[src/core/ssc_pkg.sv]
package ssc_pkg;
   // Reference rate and the speed divider of the loop
   localparam int unsigned REF_HZ      = 2_000_000;
   localparam int unsigned DIVIDE      = 33336;
   localparam int unsigned TICK_DIV    = 16;
   localparam int unsigned NOM_TICKS   = DIVIDE / TICK_DIV;
   // Lock window on the motor speed scale
   localparam int unsigned SPEED_NOM   = 3600;
   localparam int unsigned LOCK_SLOW   = 3585;
   localparam int unsigned LOCK_FAST   = 3615;
   localparam int unsigned LOCK_HI_TK  = NOM_TICKS * SPEED_NOM / LOCK_SLOW;
   localparam int unsigned LOCK_LO_TK  = NOM_TICKS * SPEED_NOM / LOCK_FAST;
   // Stalled rotor timeout, midway in 0.850 to 0.900 s, in milliseconds
   localparam int unsigned STALL_MS    = 875;
   localparam int unsigned STALL_TICKS = REF_HZ / 1000 * STALL_MS / TICK_DIV;
   // Slowest reference that keeps the drivers on
   localparam int unsigned SYS_HZ      = 125_000_000;
   localparam int unsigned REFERENCE_CLOCK_IN_MIN_HZ = 100;
   localparam int unsigned REFERENCE_CLOCK_IN_LOST   = SYS_HZ / REFERENCE_CLOCK_IN_MIN_HZ;
   // Widths of counter, channels and accumulator
   localparam int unsigned CNT_W       = 17;
   localparam int unsigned PRE_W       = 4;
   localparam int unsigned PROP_W      = 8;
   localparam int unsigned ACC_W       = 16;
   localparam int unsigned INT_W       = 8;
   localparam int unsigned SYNC_W      = 6;

   typedef enum logic [2:0] {
      SSC_C_BAD0 = 3'h0,
      SSC_C_1    = 3'h1,
      SSC_C_2    = 3'h2,
      SSC_C_3    = 3'h3,
      SSC_C_4    = 3'h4,
      SSC_C_5    = 3'h5,
      SSC_C_6    = 3'h6,
      SSC_C_BAD7 = 3'h7
   } ssc_comm_type;

   typedef struct packed {
      logic signed [PROP_W-1:0] prop;
      logic        [INT_W-1:0]  integ;
      logic                     boost;
   } ssc_loop_type;
endpackage : ssc_pkg

[src/core/ssc_spindle_ctrl.sv]
`timescale 1ns/100ps
`default_nettype none
module ssc_spindle_ctrl
   import ssc_pkg::*;
#(
   parameter int unsigned STALL_TK  = STALL_TICKS,
   parameter int unsigned REFERENCE_CLOCK_IN_LIM  = REFERENCE_CLOCK_IN_LOST
) (
   input  wire logic          sys_clk,
   input  wire logic          nrst,
   input  wire logic          reference_clock_in,
   input  wire logic          hall_index_input,
   input  wire logic          hall_phase_input_b,
   input  wire logic          hall_phase_input_c,
   input  wire logic          start,
   input  wire logic          supply_low,
   output logic               hall_bias_output,
   output logic               phase_drive_a,
   output logic               phase_drive_b,
   output logic               phase_drive_c,
   output ssc_loop_type       loop_out,
   output logic               fault,
   output logic               at_speed_o,
   output logic               at_speed_oe_n
);
   localparam logic [CNT_W-1:0] STALL_C = CNT_W'(STALL_TK);
   localparam logic [CNT_W-1:0] NOM_C   = CNT_W'(NOM_TICKS);
   localparam logic [CNT_W-1:0] LOCK_LO = CNT_W'(LOCK_LO_TK);
   localparam logic [CNT_W-1:0] LOCK_HI = CNT_W'(LOCK_HI_TK);
   localparam logic [PRE_W-1:0] PRE_TOP = PRE_W'(TICK_DIV - 1);
   localparam logic [20:0]      REFERENCE_CLOCK_IN_C  = 21'(REFERENCE_CLOCK_IN_LIM);
   localparam logic signed [CNT_W:0]  PMAX = (CNT_W+1)'(2**(PROP_W-1) - 1);
   localparam logic signed [ACC_W-1:0] AMAX = ACC_W'(2**(ACC_W-1) - 1);
   localparam logic signed [ACC_W-1:0] AMIN = -AMAX;

   logic              rst_a_r, rst_n;
   logic [SYNC_W-1:0] sy1_r, sy2_r;
   logic              ref_d_r, idx_d_r;
   logic              ref_rise, idx_rise, hall_a, start_s, low_s;
   logic [PRE_W-1:0]  pre_r;
   logic              tick;
   logic [CNT_W-1:0]  cnt_r;
   logic              seen_r, stalled_r, timeout;
   logic [20:0]       reference_clock_in_cnt_r;
   logic              reference_clock_in_bad_r;
   logic signed [CNT_W:0] err;
   logic              over;
   logic signed [PROP_W-1:0] prop_nxt;
   logic signed [ACC_W-1:0]  acc_r;
   logic signed [ACC_W+1:0]  acc_sum;
   logic              locked_r;
   logic              drive_ok;
   logic [2:0]        phase_r;
   ssc_comm_type      comm;

   // Reset release through two stages
   always_ff @(posedge sys_clk or negedge nrst) begin
      if (!nrst) begin
         rst_a_r <= 1'b0;
         rst_n   <= 1'b0;
      end else begin
         rst_a_r <= 1'b1;
         rst_n   <= rst_a_r;
      end
   end

   // Pins are asynchronous to sys_clk
   always_ff @(posedge sys_clk or negedge rst_n) begin
      if (!rst_n) begin
         sy1_r <= '0;
         sy2_r <= '0;
      end else begin
         sy1_r <= {supply_low, start, hall_phase_input_c,
                   hall_phase_input_b, hall_index_input,
                   reference_clock_in};
         sy2_r <= sy1_r;
      end
   end

   assign ref_rise = sy2_r[0] & ~ref_d_r;
   assign hall_a   = sy2_r[1];
   assign idx_rise = hall_a & ~idx_d_r;
   assign start_s  = sy2_r[4];
   assign low_s    = sy2_r[5];

   always_ff @(posedge sys_clk or negedge rst_n) begin
      if (!rst_n) begin
         ref_d_r <= 1'b0;
         idx_d_r <= 1'b0;
      end else begin
         ref_d_r <= sy2_r[0];
         idx_d_r <= hall_a;
      end
   end

   always_ff @(posedge sys_clk or negedge rst_n) begin
      if (!rst_n)
         pre_r <= '0;
      else if (idx_rise)
         pre_r <= '0;
      else if (ref_rise)
         pre_r <= pre_r + 1'b1;
   end
   assign tick = ref_rise && pre_r == PRE_TOP;

   // preset on index; counter doubles as the timeout
   always_ff @(posedge sys_clk or negedge rst_n) begin
      if (!rst_n)
         cnt_r <= '0;
      else if (idx_rise)
         cnt_r <= '0;
      else if (tick && !timeout)
         cnt_r <= cnt_r + 1'b1;
   end
   assign timeout = cnt_r >= STALL_C;

   // stall held until a rising index
   always_ff @(posedge sys_clk or negedge rst_n) begin
      if (!rst_n) begin
         stalled_r <= 1'b0;
         seen_r    <= 1'b0;
      end else begin
         if (idx_rise)
            stalled_r <= 1'b0;
         else if (timeout)
            stalled_r <= 1'b1;
         if (idx_rise)
            seen_r <= 1'b1;
      end
   end

   // reference loss watchdog on the system clock
   always_ff @(posedge sys_clk or negedge rst_n) begin
      if (!rst_n) begin
         reference_clock_in_cnt_r <= '0;
         reference_clock_in_bad_r <= 1'b0;
      end else if (ref_rise) begin
         reference_clock_in_cnt_r <= '0;
         reference_clock_in_bad_r <= 1'b0;
      end else if (reference_clock_in_cnt_r >= REFERENCE_CLOCK_IN_C) begin
         reference_clock_in_bad_r <= 1'b1;
      end else begin
         reference_clock_in_cnt_r <= reference_clock_in_cnt_r + 1'b1;
      end
   end

   // error against the nominal period of the divider
   assign err  = $signed({1'b0, cnt_r}) - $signed({1'b0, NOM_C});
   assign over = err > PMAX || err < -PMAX;
   always_comb begin
      if (err > PMAX)
         prop_nxt = PROP_W'(PMAX);
      else if (err < -PMAX)
         prop_nxt = -PROP_W'(PMAX);
      else
         prop_nxt = err[PROP_W-1:0];
   end

   // wide accumulator, clamped instead of wrapping
   assign acc_sum = (ACC_W+2)'(acc_r) + (ACC_W+2)'(err);

   // load prop, boost and accumulator on index after the first; integ follows acc_r every cycle
   always_ff @(posedge sys_clk or negedge rst_n) begin
      if (!rst_n) begin
         acc_r    <= '0;
         loop_out <= '0;
      end else begin
         loop_out.integ <= acc_r[ACC_W-1 -: INT_W];
         if (idx_rise && seen_r) begin
            loop_out.prop  <= prop_nxt;
            loop_out.boost <= over;
            if (acc_sum > (ACC_W+2)'(AMAX))
               acc_r <= AMAX;
            else if (acc_sum < (ACC_W+2)'(AMIN))
               acc_r <= AMIN;
            else
               acc_r <= acc_sum[ACC_W-1:0];
         end
      end
   end

   // lock window on the measured period
   always_ff @(posedge sys_clk or negedge rst_n) begin
      if (!rst_n)
         locked_r <= 1'b0;
      else if (stalled_r || timeout)
         locked_r <= 1'b0;
      else if (idx_rise && seen_r)
         locked_r <= cnt_r >= LOCK_LO && cnt_r <= LOCK_HI;
   end
   assign at_speed_o    = 1'b0;
   assign at_speed_oe_n = ~locked_r;

   // any fault source blocks the drives
   always_ff @(posedge sys_clk or negedge rst_n) begin
      if (!rst_n)
         fault <= 1'b0;
      else
         fault <= stalled_r | timeout | low_s | reference_clock_in_bad_r;
   end
   assign drive_ok = start_s & ~stalled_r & ~timeout & ~low_s & ~reference_clock_in_bad_r;
   assign comm     = ssc_comm_type'(sy2_r[3:1]);

   // six-step commutation, illegal codes leave every phase off
   always_ff @(posedge sys_clk or negedge rst_n) begin
      if (!rst_n) begin
         phase_r <= '0;
      end else if (!drive_ok) begin
         phase_r <= '0;
      end else begin
         unique case (comm)
            SSC_C_1, SSC_C_3: phase_r <= 3'h1;
            SSC_C_2, SSC_C_6: phase_r <= 3'h2;
            SSC_C_4, SSC_C_5: phase_r <= 3'h4;
            default:          phase_r <= 3'h0;
         endcase
      end
   end
   assign {phase_drive_c, phase_drive_b, phase_drive_a} = phase_r;

   // Sensor bias follows the released reset
   always_ff @(posedge sys_clk or negedge rst_n) begin
      if (!rst_n)
         hall_bias_output <= 1'b0;
      else
         hall_bias_output <= 1'b1;
   end
endmodule : ssc_spindle_ctrl
`default_nettype wire

[config.mk]
export PLATFORM = sky130hd
export DESIGN_NAME = ssc_spindle_ctrl
export DESIGN_NICKNAME = d
export VERILOG_FILES = /design/src/core/ssc_pkg.sv /design/src/core/ssc_spindle_ctrl.sv
export SDC_FILE = /design/constraint.sdc
export NUM_CORES = 1
export LEC_CHECK = 0
export BUFFER_PORTS_ARGS = -buffer_cell sky130_fd_sc_hd__buf_2
export CAP_MARGIN = 25
export CORE_ASPECT_RATIO = 0.8
export CORE_UTILIZATION = 55
export CTS_BUF_LIST = sky130_fd_sc_hd__clkbuf_4 sky130_fd_sc_hd__clkbuf_8 sky130_fd_sc_hd__clkbuf_16
export CTS_CLUSTER_DIAMETER = 60
export CTS_CLUSTER_SIZE = 8
export DETAILED_ROUTE_END_ITERATION = 8
export HOLD_SLACK_MARGIN = 0.1
export PLACE_DENSITY_LB_ADDON = 0.08
export SETUP_SLACK_MARGIN = 0.5
export SLEW_MARGIN = 20
export SYNTH_ARGS = -nofsm -noshare
export SYNTH_HDL_FRONTEND = slang
export SYNTH_SLANG_ARGS = --single-unit
export TNS_END_PERCENT = 30
[constraint.sdc]
create_clock -name sys_clk -period 6.4 [get_ports sys_clk]
set_clock_uncertainty 0.15 [all_clocks]
set_input_delay 1.28 -clock sys_clk [delete_from_list [all_inputs] [get_ports sys_clk]]
set_output_delay 1.28 -clock sys_clk [all_outputs]
set_load 0.03 [all_outputs]
==> flow_metrics.env <==
export IMPL_hold_violations=0
export IMPL_synthToLayoutAreaGrowth_pct=8.93
export IMPL_dieHeight_um=94.9
export IMPL_timing_worst_slew_pin_value_ns=0.926
export IMPL_clock_sinks=100
export IMPL_coreArea_um2=10400
export IMPL_setup_reg_to_reg_worst_slack_ns=1.70
export IMPL_finalCriticalPeriod_ns=4.70
export IMPL_final_max_slew_viol_count=0
export IMPL_combinational_family_with_the_most_area_after_synthesis="simple AND/OR/NAND/NOR gates"
export IMPL_synth_warnings=0
export IMPL_number_of_port_buffers=30
export IMPL_synth_avg_cell_area_um2=9.08
export IMPL_drtAntennaViolNets=0
export IMPL_setup_worst_path_end_class="flip-flop"
export IMPL_clock_tree_from_tritoncts="built"
export IMPL_p_per_area_nw_per_um2=375
export IMPL_post_synth_mux_area_share_pct=0.716
export IMPL_area_of_combinational_cells_with_multiple_inputs_um2=3210
export IMPL_synth_flop_cell="sky130_fd_sc_hd__dfrtp_1"
export IMPL_numPlacedInstances=789
export IMPL_hold_class="flip-flop to async pin"
export IMPL_htreeDepth=3
export IMPL_total_power_after_layout_w=0.00243
export IMPL_fp_dieArea_um2=11200
export IMPL_diodes=0
export IMPL_cts_made_buffers=9
export IMPL_maximum_number_of_pins_on_one_net_before_global_route_repair=65
export IMPL_wl_mm=14.4
export IMPL_critical_path_class="flip-flop to flip-flop"
export IMPL_worstPathArrival_ns=4.74
export IMPL_hold_worst_slack_ns=0.119
export IMPL_overflow=0
export IMPL_synth_simple_gate_area_share_pct=22.5
export IMPL_post_cts_resized=0
export IMPL_cts_hold_repair_buffers=0
export IMPL_drt_first_pass_iters=6
export IMPL_clock_pin_slew_reported_for_the_worst_setup_and_hold_paths_after_clock_tree_synthesis_ns=0.08
export IMPL_timing_setup_tns_ns=0
export IMPL_drt_iter0_drc=381
export IMPL_utilization_pct=62.4
export IMPL_antenna_violations_before_repair=0
export IMPL_synth_enable_flop_cells=0
export IMPL_setup_violations=0
export IMPL_viasPerCell=6.12
export IMPL_timing_critical_path_from_type="flip-flop"
export IMPL_sequential_cell_area_um2=2510
export IMPL_synth_adder_area_share_pct=4.97
export IMPL_synth_seq_area_share_pct=42.1
export IMPL_route_vias_total=4927
export IMPL_io_pin_count=32
export IMPL_die_width_um=118
export IMPL_first_global_vias=4447
export IMPL_unrepaired_setup_endpoints_after_global_routing="no"
export IMPL_slew_headroom_pct=37.7
export IMPL_drc_violation_count_after_routing=0
export IMPL_clk_lat_worst_skew_ns=0.35
export IMPL_globalplace_congestion=0.913
export IMPL_timing_rr_start="cnt_r[0]"
export IMPL_gr_usage_all_layers_pct=27.2
export IMPL_power_ir_vdd_worst_mv=0.202
export IMPL_total_leakage_power_nw=2.77
export IMPL_distinct_cell_type_count_after_synthesis=68
export IMPL_timing_critical_path_required_ns=6.45
export IMPL_most_frequent_standard_cell_in_the_layout_excluding_fill_and_tap_cells="sky130_fd_sc_hd__dfrtp_1"
export IMPL_fill_cells=915
export IMPL_maxCapViolCount=0
export IMPL_clockBufferDepth=2
export IMPL_synth_compound_area_share_pct=16.1
export IMPL_cts_root_buf="sky130_fd_sc_hd__clkbuf_16"
export IMPL_grt_first_pass_wirelength_mm=23.7
export IMPL_worstSetupStartpoint="cnt_r[0]"
export IMPL_layout_nets=691
export IMPL_drive_above_1_share_pct=11.1
export IMPL_std_cell_rows=33
export IMPL_clock_fmax_ghz=0.213
export IMPL_mostFrequentLayoutCells="99 x sky130_fd_sc_hd__dfrtp_1, 77 x sky130_fd_sc_hd__nor2_1, 47 x sky130_fd_sc_hd__nand2_1"
export IMPL_postSynth_asyncResetShare_pct=100
export IMPL_outcome="finished, final reports clean"
export IMPL_postCtsSetupBuffers=0
export IMPL_worst_setup_endpoint="acc_r[14]"
export IMPL_netlist_instances=654
export IMPL_worstPathMaxFanout=10
export IMPL_instances_no_fill=805
export IMPL_ys_seq_elements=100
export IMPL_synth_area_um2=5940
export IMPL_synth_xor_area_share_pct=9.42
export IMPL_place_detailed_hpwl_mm=10.6
export IMPL_reg2regPathDepth=13
export IMPL_worstReg2RegEnd="acc_r[14]"
export IMPL_wl_per_cell_um=17.9
export IMPL_final_min_period_over_clock_period_pct=73.4
export IMPL_start_util_pct=57.3
==> layout make-up <==
| cell class | count | area share [%] |
|---|---|---|
| clock inverters | 7 | 1.37 |
| well taps | 140 | 2.71 |
| clock buffers | 9 | 3.48 |
| inverters | 19 | 1.10 |
| flip-flops and latches | 100 | 38.7 |
| repair buffers | 36 | 3.02 |
| multi-input cells | 494 | 49.6 |
==> stage by stage <==
stage	setup WS [ns]	area, um^2
floorplan	2.36	5940
global placement	1.84	6160
detailed placement	1.84	6160
CTS	1.84	6470
global route	1.49	6470
finish	1.70	6470
==> worst max-delay path: stages, from the launching register on <==
cell,delay [ns]
sky130_fd_sc_hd__dfrtp_1,0.48
sky130_fd_sc_hd__ha_1,0.38
sky130_fd_sc_hd__o41ai_1,0.61
sky130_fd_sc_hd__a31oi_1,0.31
sky130_fd_sc_hd__xnor2_1,0.33
sky130_fd_sc_hd__ha_1,0.37
sky130_fd_sc_hd__and2_1,0.22
sky130_fd_sc_hd__and3_1,0.22
sky130_fd_sc_hd__o2111ai_1,0.10
sky130_fd_sc_hd__nand3_1,0.13
sky130_fd_sc_hd__xnor2_1,0.44
sky130_fd_sc_hd__a21oi_1,0.12
sky130_fd_sc_hd__o21ai_0,0.47
sky130_fd_sc_hd__o21ai_0,0.19
==> layer usage <==
| metal | share of wire, % | vias to the layer above | global-route usage, % |
|---|---|---|---|
| met3 | 7.7 | 10 | 5.86 |
| met2 | 40 | 181 | 37.4 |
| met1 | 52 | 2383 | 43.5 |
| met5 | 0 | - | 0 |
| li1 | - | 2353 | - |
| met4 | 0.52 | 0 | 4.38 |
==> cells by family after synthesis <==
| family | after synthesis |
|---|---|
| simple gates | 261 |
| compound gates | 140 |
| flops | 100 |
| xor+xnor | 63 |
| buf+inv | 61 |
| fa+ha+maj | 23 |
| mux | 4 |
| other cells | 2 |
==> power breakdown <==
part | internal, W | leakage [nW] | switching (W)
Combinational | 0.000408 | 1.34 | 0.000660
Sequential | 0.000727 | 1.28 | 0.0000781
Clock | 0.000282 | 0.152 | 0.000275
Total | 0.00142 | 2.77 | 0.00101
==> registers in the layout, indices dropped and copies added, names as in the netlist <==
register and cells:
acc_r 16, cnt_r 17, fault 1, hall_bias_output 1, idx_d_r 1, locked_r 1, loop_out 17, phase_r 3
pre_r 4, ref_d_r 1, reference_clock_in_bad_r 1, reference_clock_in_cnt_r 21, rst_a_r 1, rst_n 1, seen_r 1, stalled_r 1
sy1_r 6, sy2_r 6
==> how the worst min path moves through the flow <==
stage	endpoint	slack (ns)	depth (start not counted)
detailed placement	reference_clock_in_cnt_r[20]	0.14	0
floorplan	rst_n	0.18	0
global placement	reference_clock_in_cnt_r[19]	0.13	0
finish	reference_clock_in_cnt_r[20]	0.12	0
global route	reference_clock_in_cnt_r[20]	0.18	0
CTS	reference_clock_in_cnt_r[20]	0.14	0
==> cells in the mapped netlist, types with 4 or more instances <==
cell / number / area share [%]
sky130_fd_sc_hd__dfrtp_1: 100 / 42
sky130_fd_sc_hd__nor2_1: 77 / 4.9
sky130_fd_sc_hd__nand2_1: 47 / 3.0
sky130_fd_sc_hd__clkbuf_1: 34 / 2.1
sky130_fd_sc_hd__a21oi_1: 33 / 2.8
sky130_fd_sc_hd__xnor2_1: 31 / 4.6
sky130_fd_sc_hd__xor2_1: 31 / 4.6
sky130_fd_sc_hd__ha_1: 22 / 4.6
sky130_fd_sc_hd__o21ai_0: 22 / 1.9
sky130_fd_sc_hd__nor3_1: 21 / 1.8
sky130_fd_sc_hd__inv_1: 19 / 1.2
sky130_fd_sc_hd__nand3_1: 19 / 1.6
sky130_fd_sc_hd__nand4_1: 19 / 2.0
sky130_fd_sc_hd__nor4_1: 11 / 1.2
sky130_fd_sc_hd__o22ai_1: 10 / 1.1
sky130_fd_sc_hd__a31oi_1: 9 / 0.95
sky130_fd_sc_hd__and2_1: 9 / 0.95
sky130_fd_sc_hd__a21o_1: 8 / 1.0
sky130_fd_sc_hd__nor2b_1: 8 / 0.84
sky130_fd_sc_hd__or3_1: 8 / 0.84
sky130_fd_sc_hd__a211oi_1: 7 / 0.88
sky130_fd_sc_hd__o31ai_1: 7 / 0.88
sky130_fd_sc_hd__or2_2: 7 / 0.74
sky130_fd_sc_hd__and3_1: 6 / 0.63
sky130_fd_sc_hd__nor3b_1: 6 / 0.76
sky130_fd_sc_hd__nor4b_1: 5 / 0.74
sky130_fd_sc_hd__o21a_1: 5 / 0.63
sky130_fd_sc_hd__a221o_1: 4 / 0.67
sky130_fd_sc_hd__buf_2: 4 / 0.34
sky130_fd_sc_hd__nand4b_1: 4 / 0.59
sky130_fd_sc_hd__o211ai_1: 4 / 0.51
Note: power is estimated with default switching activity, not from simulation.
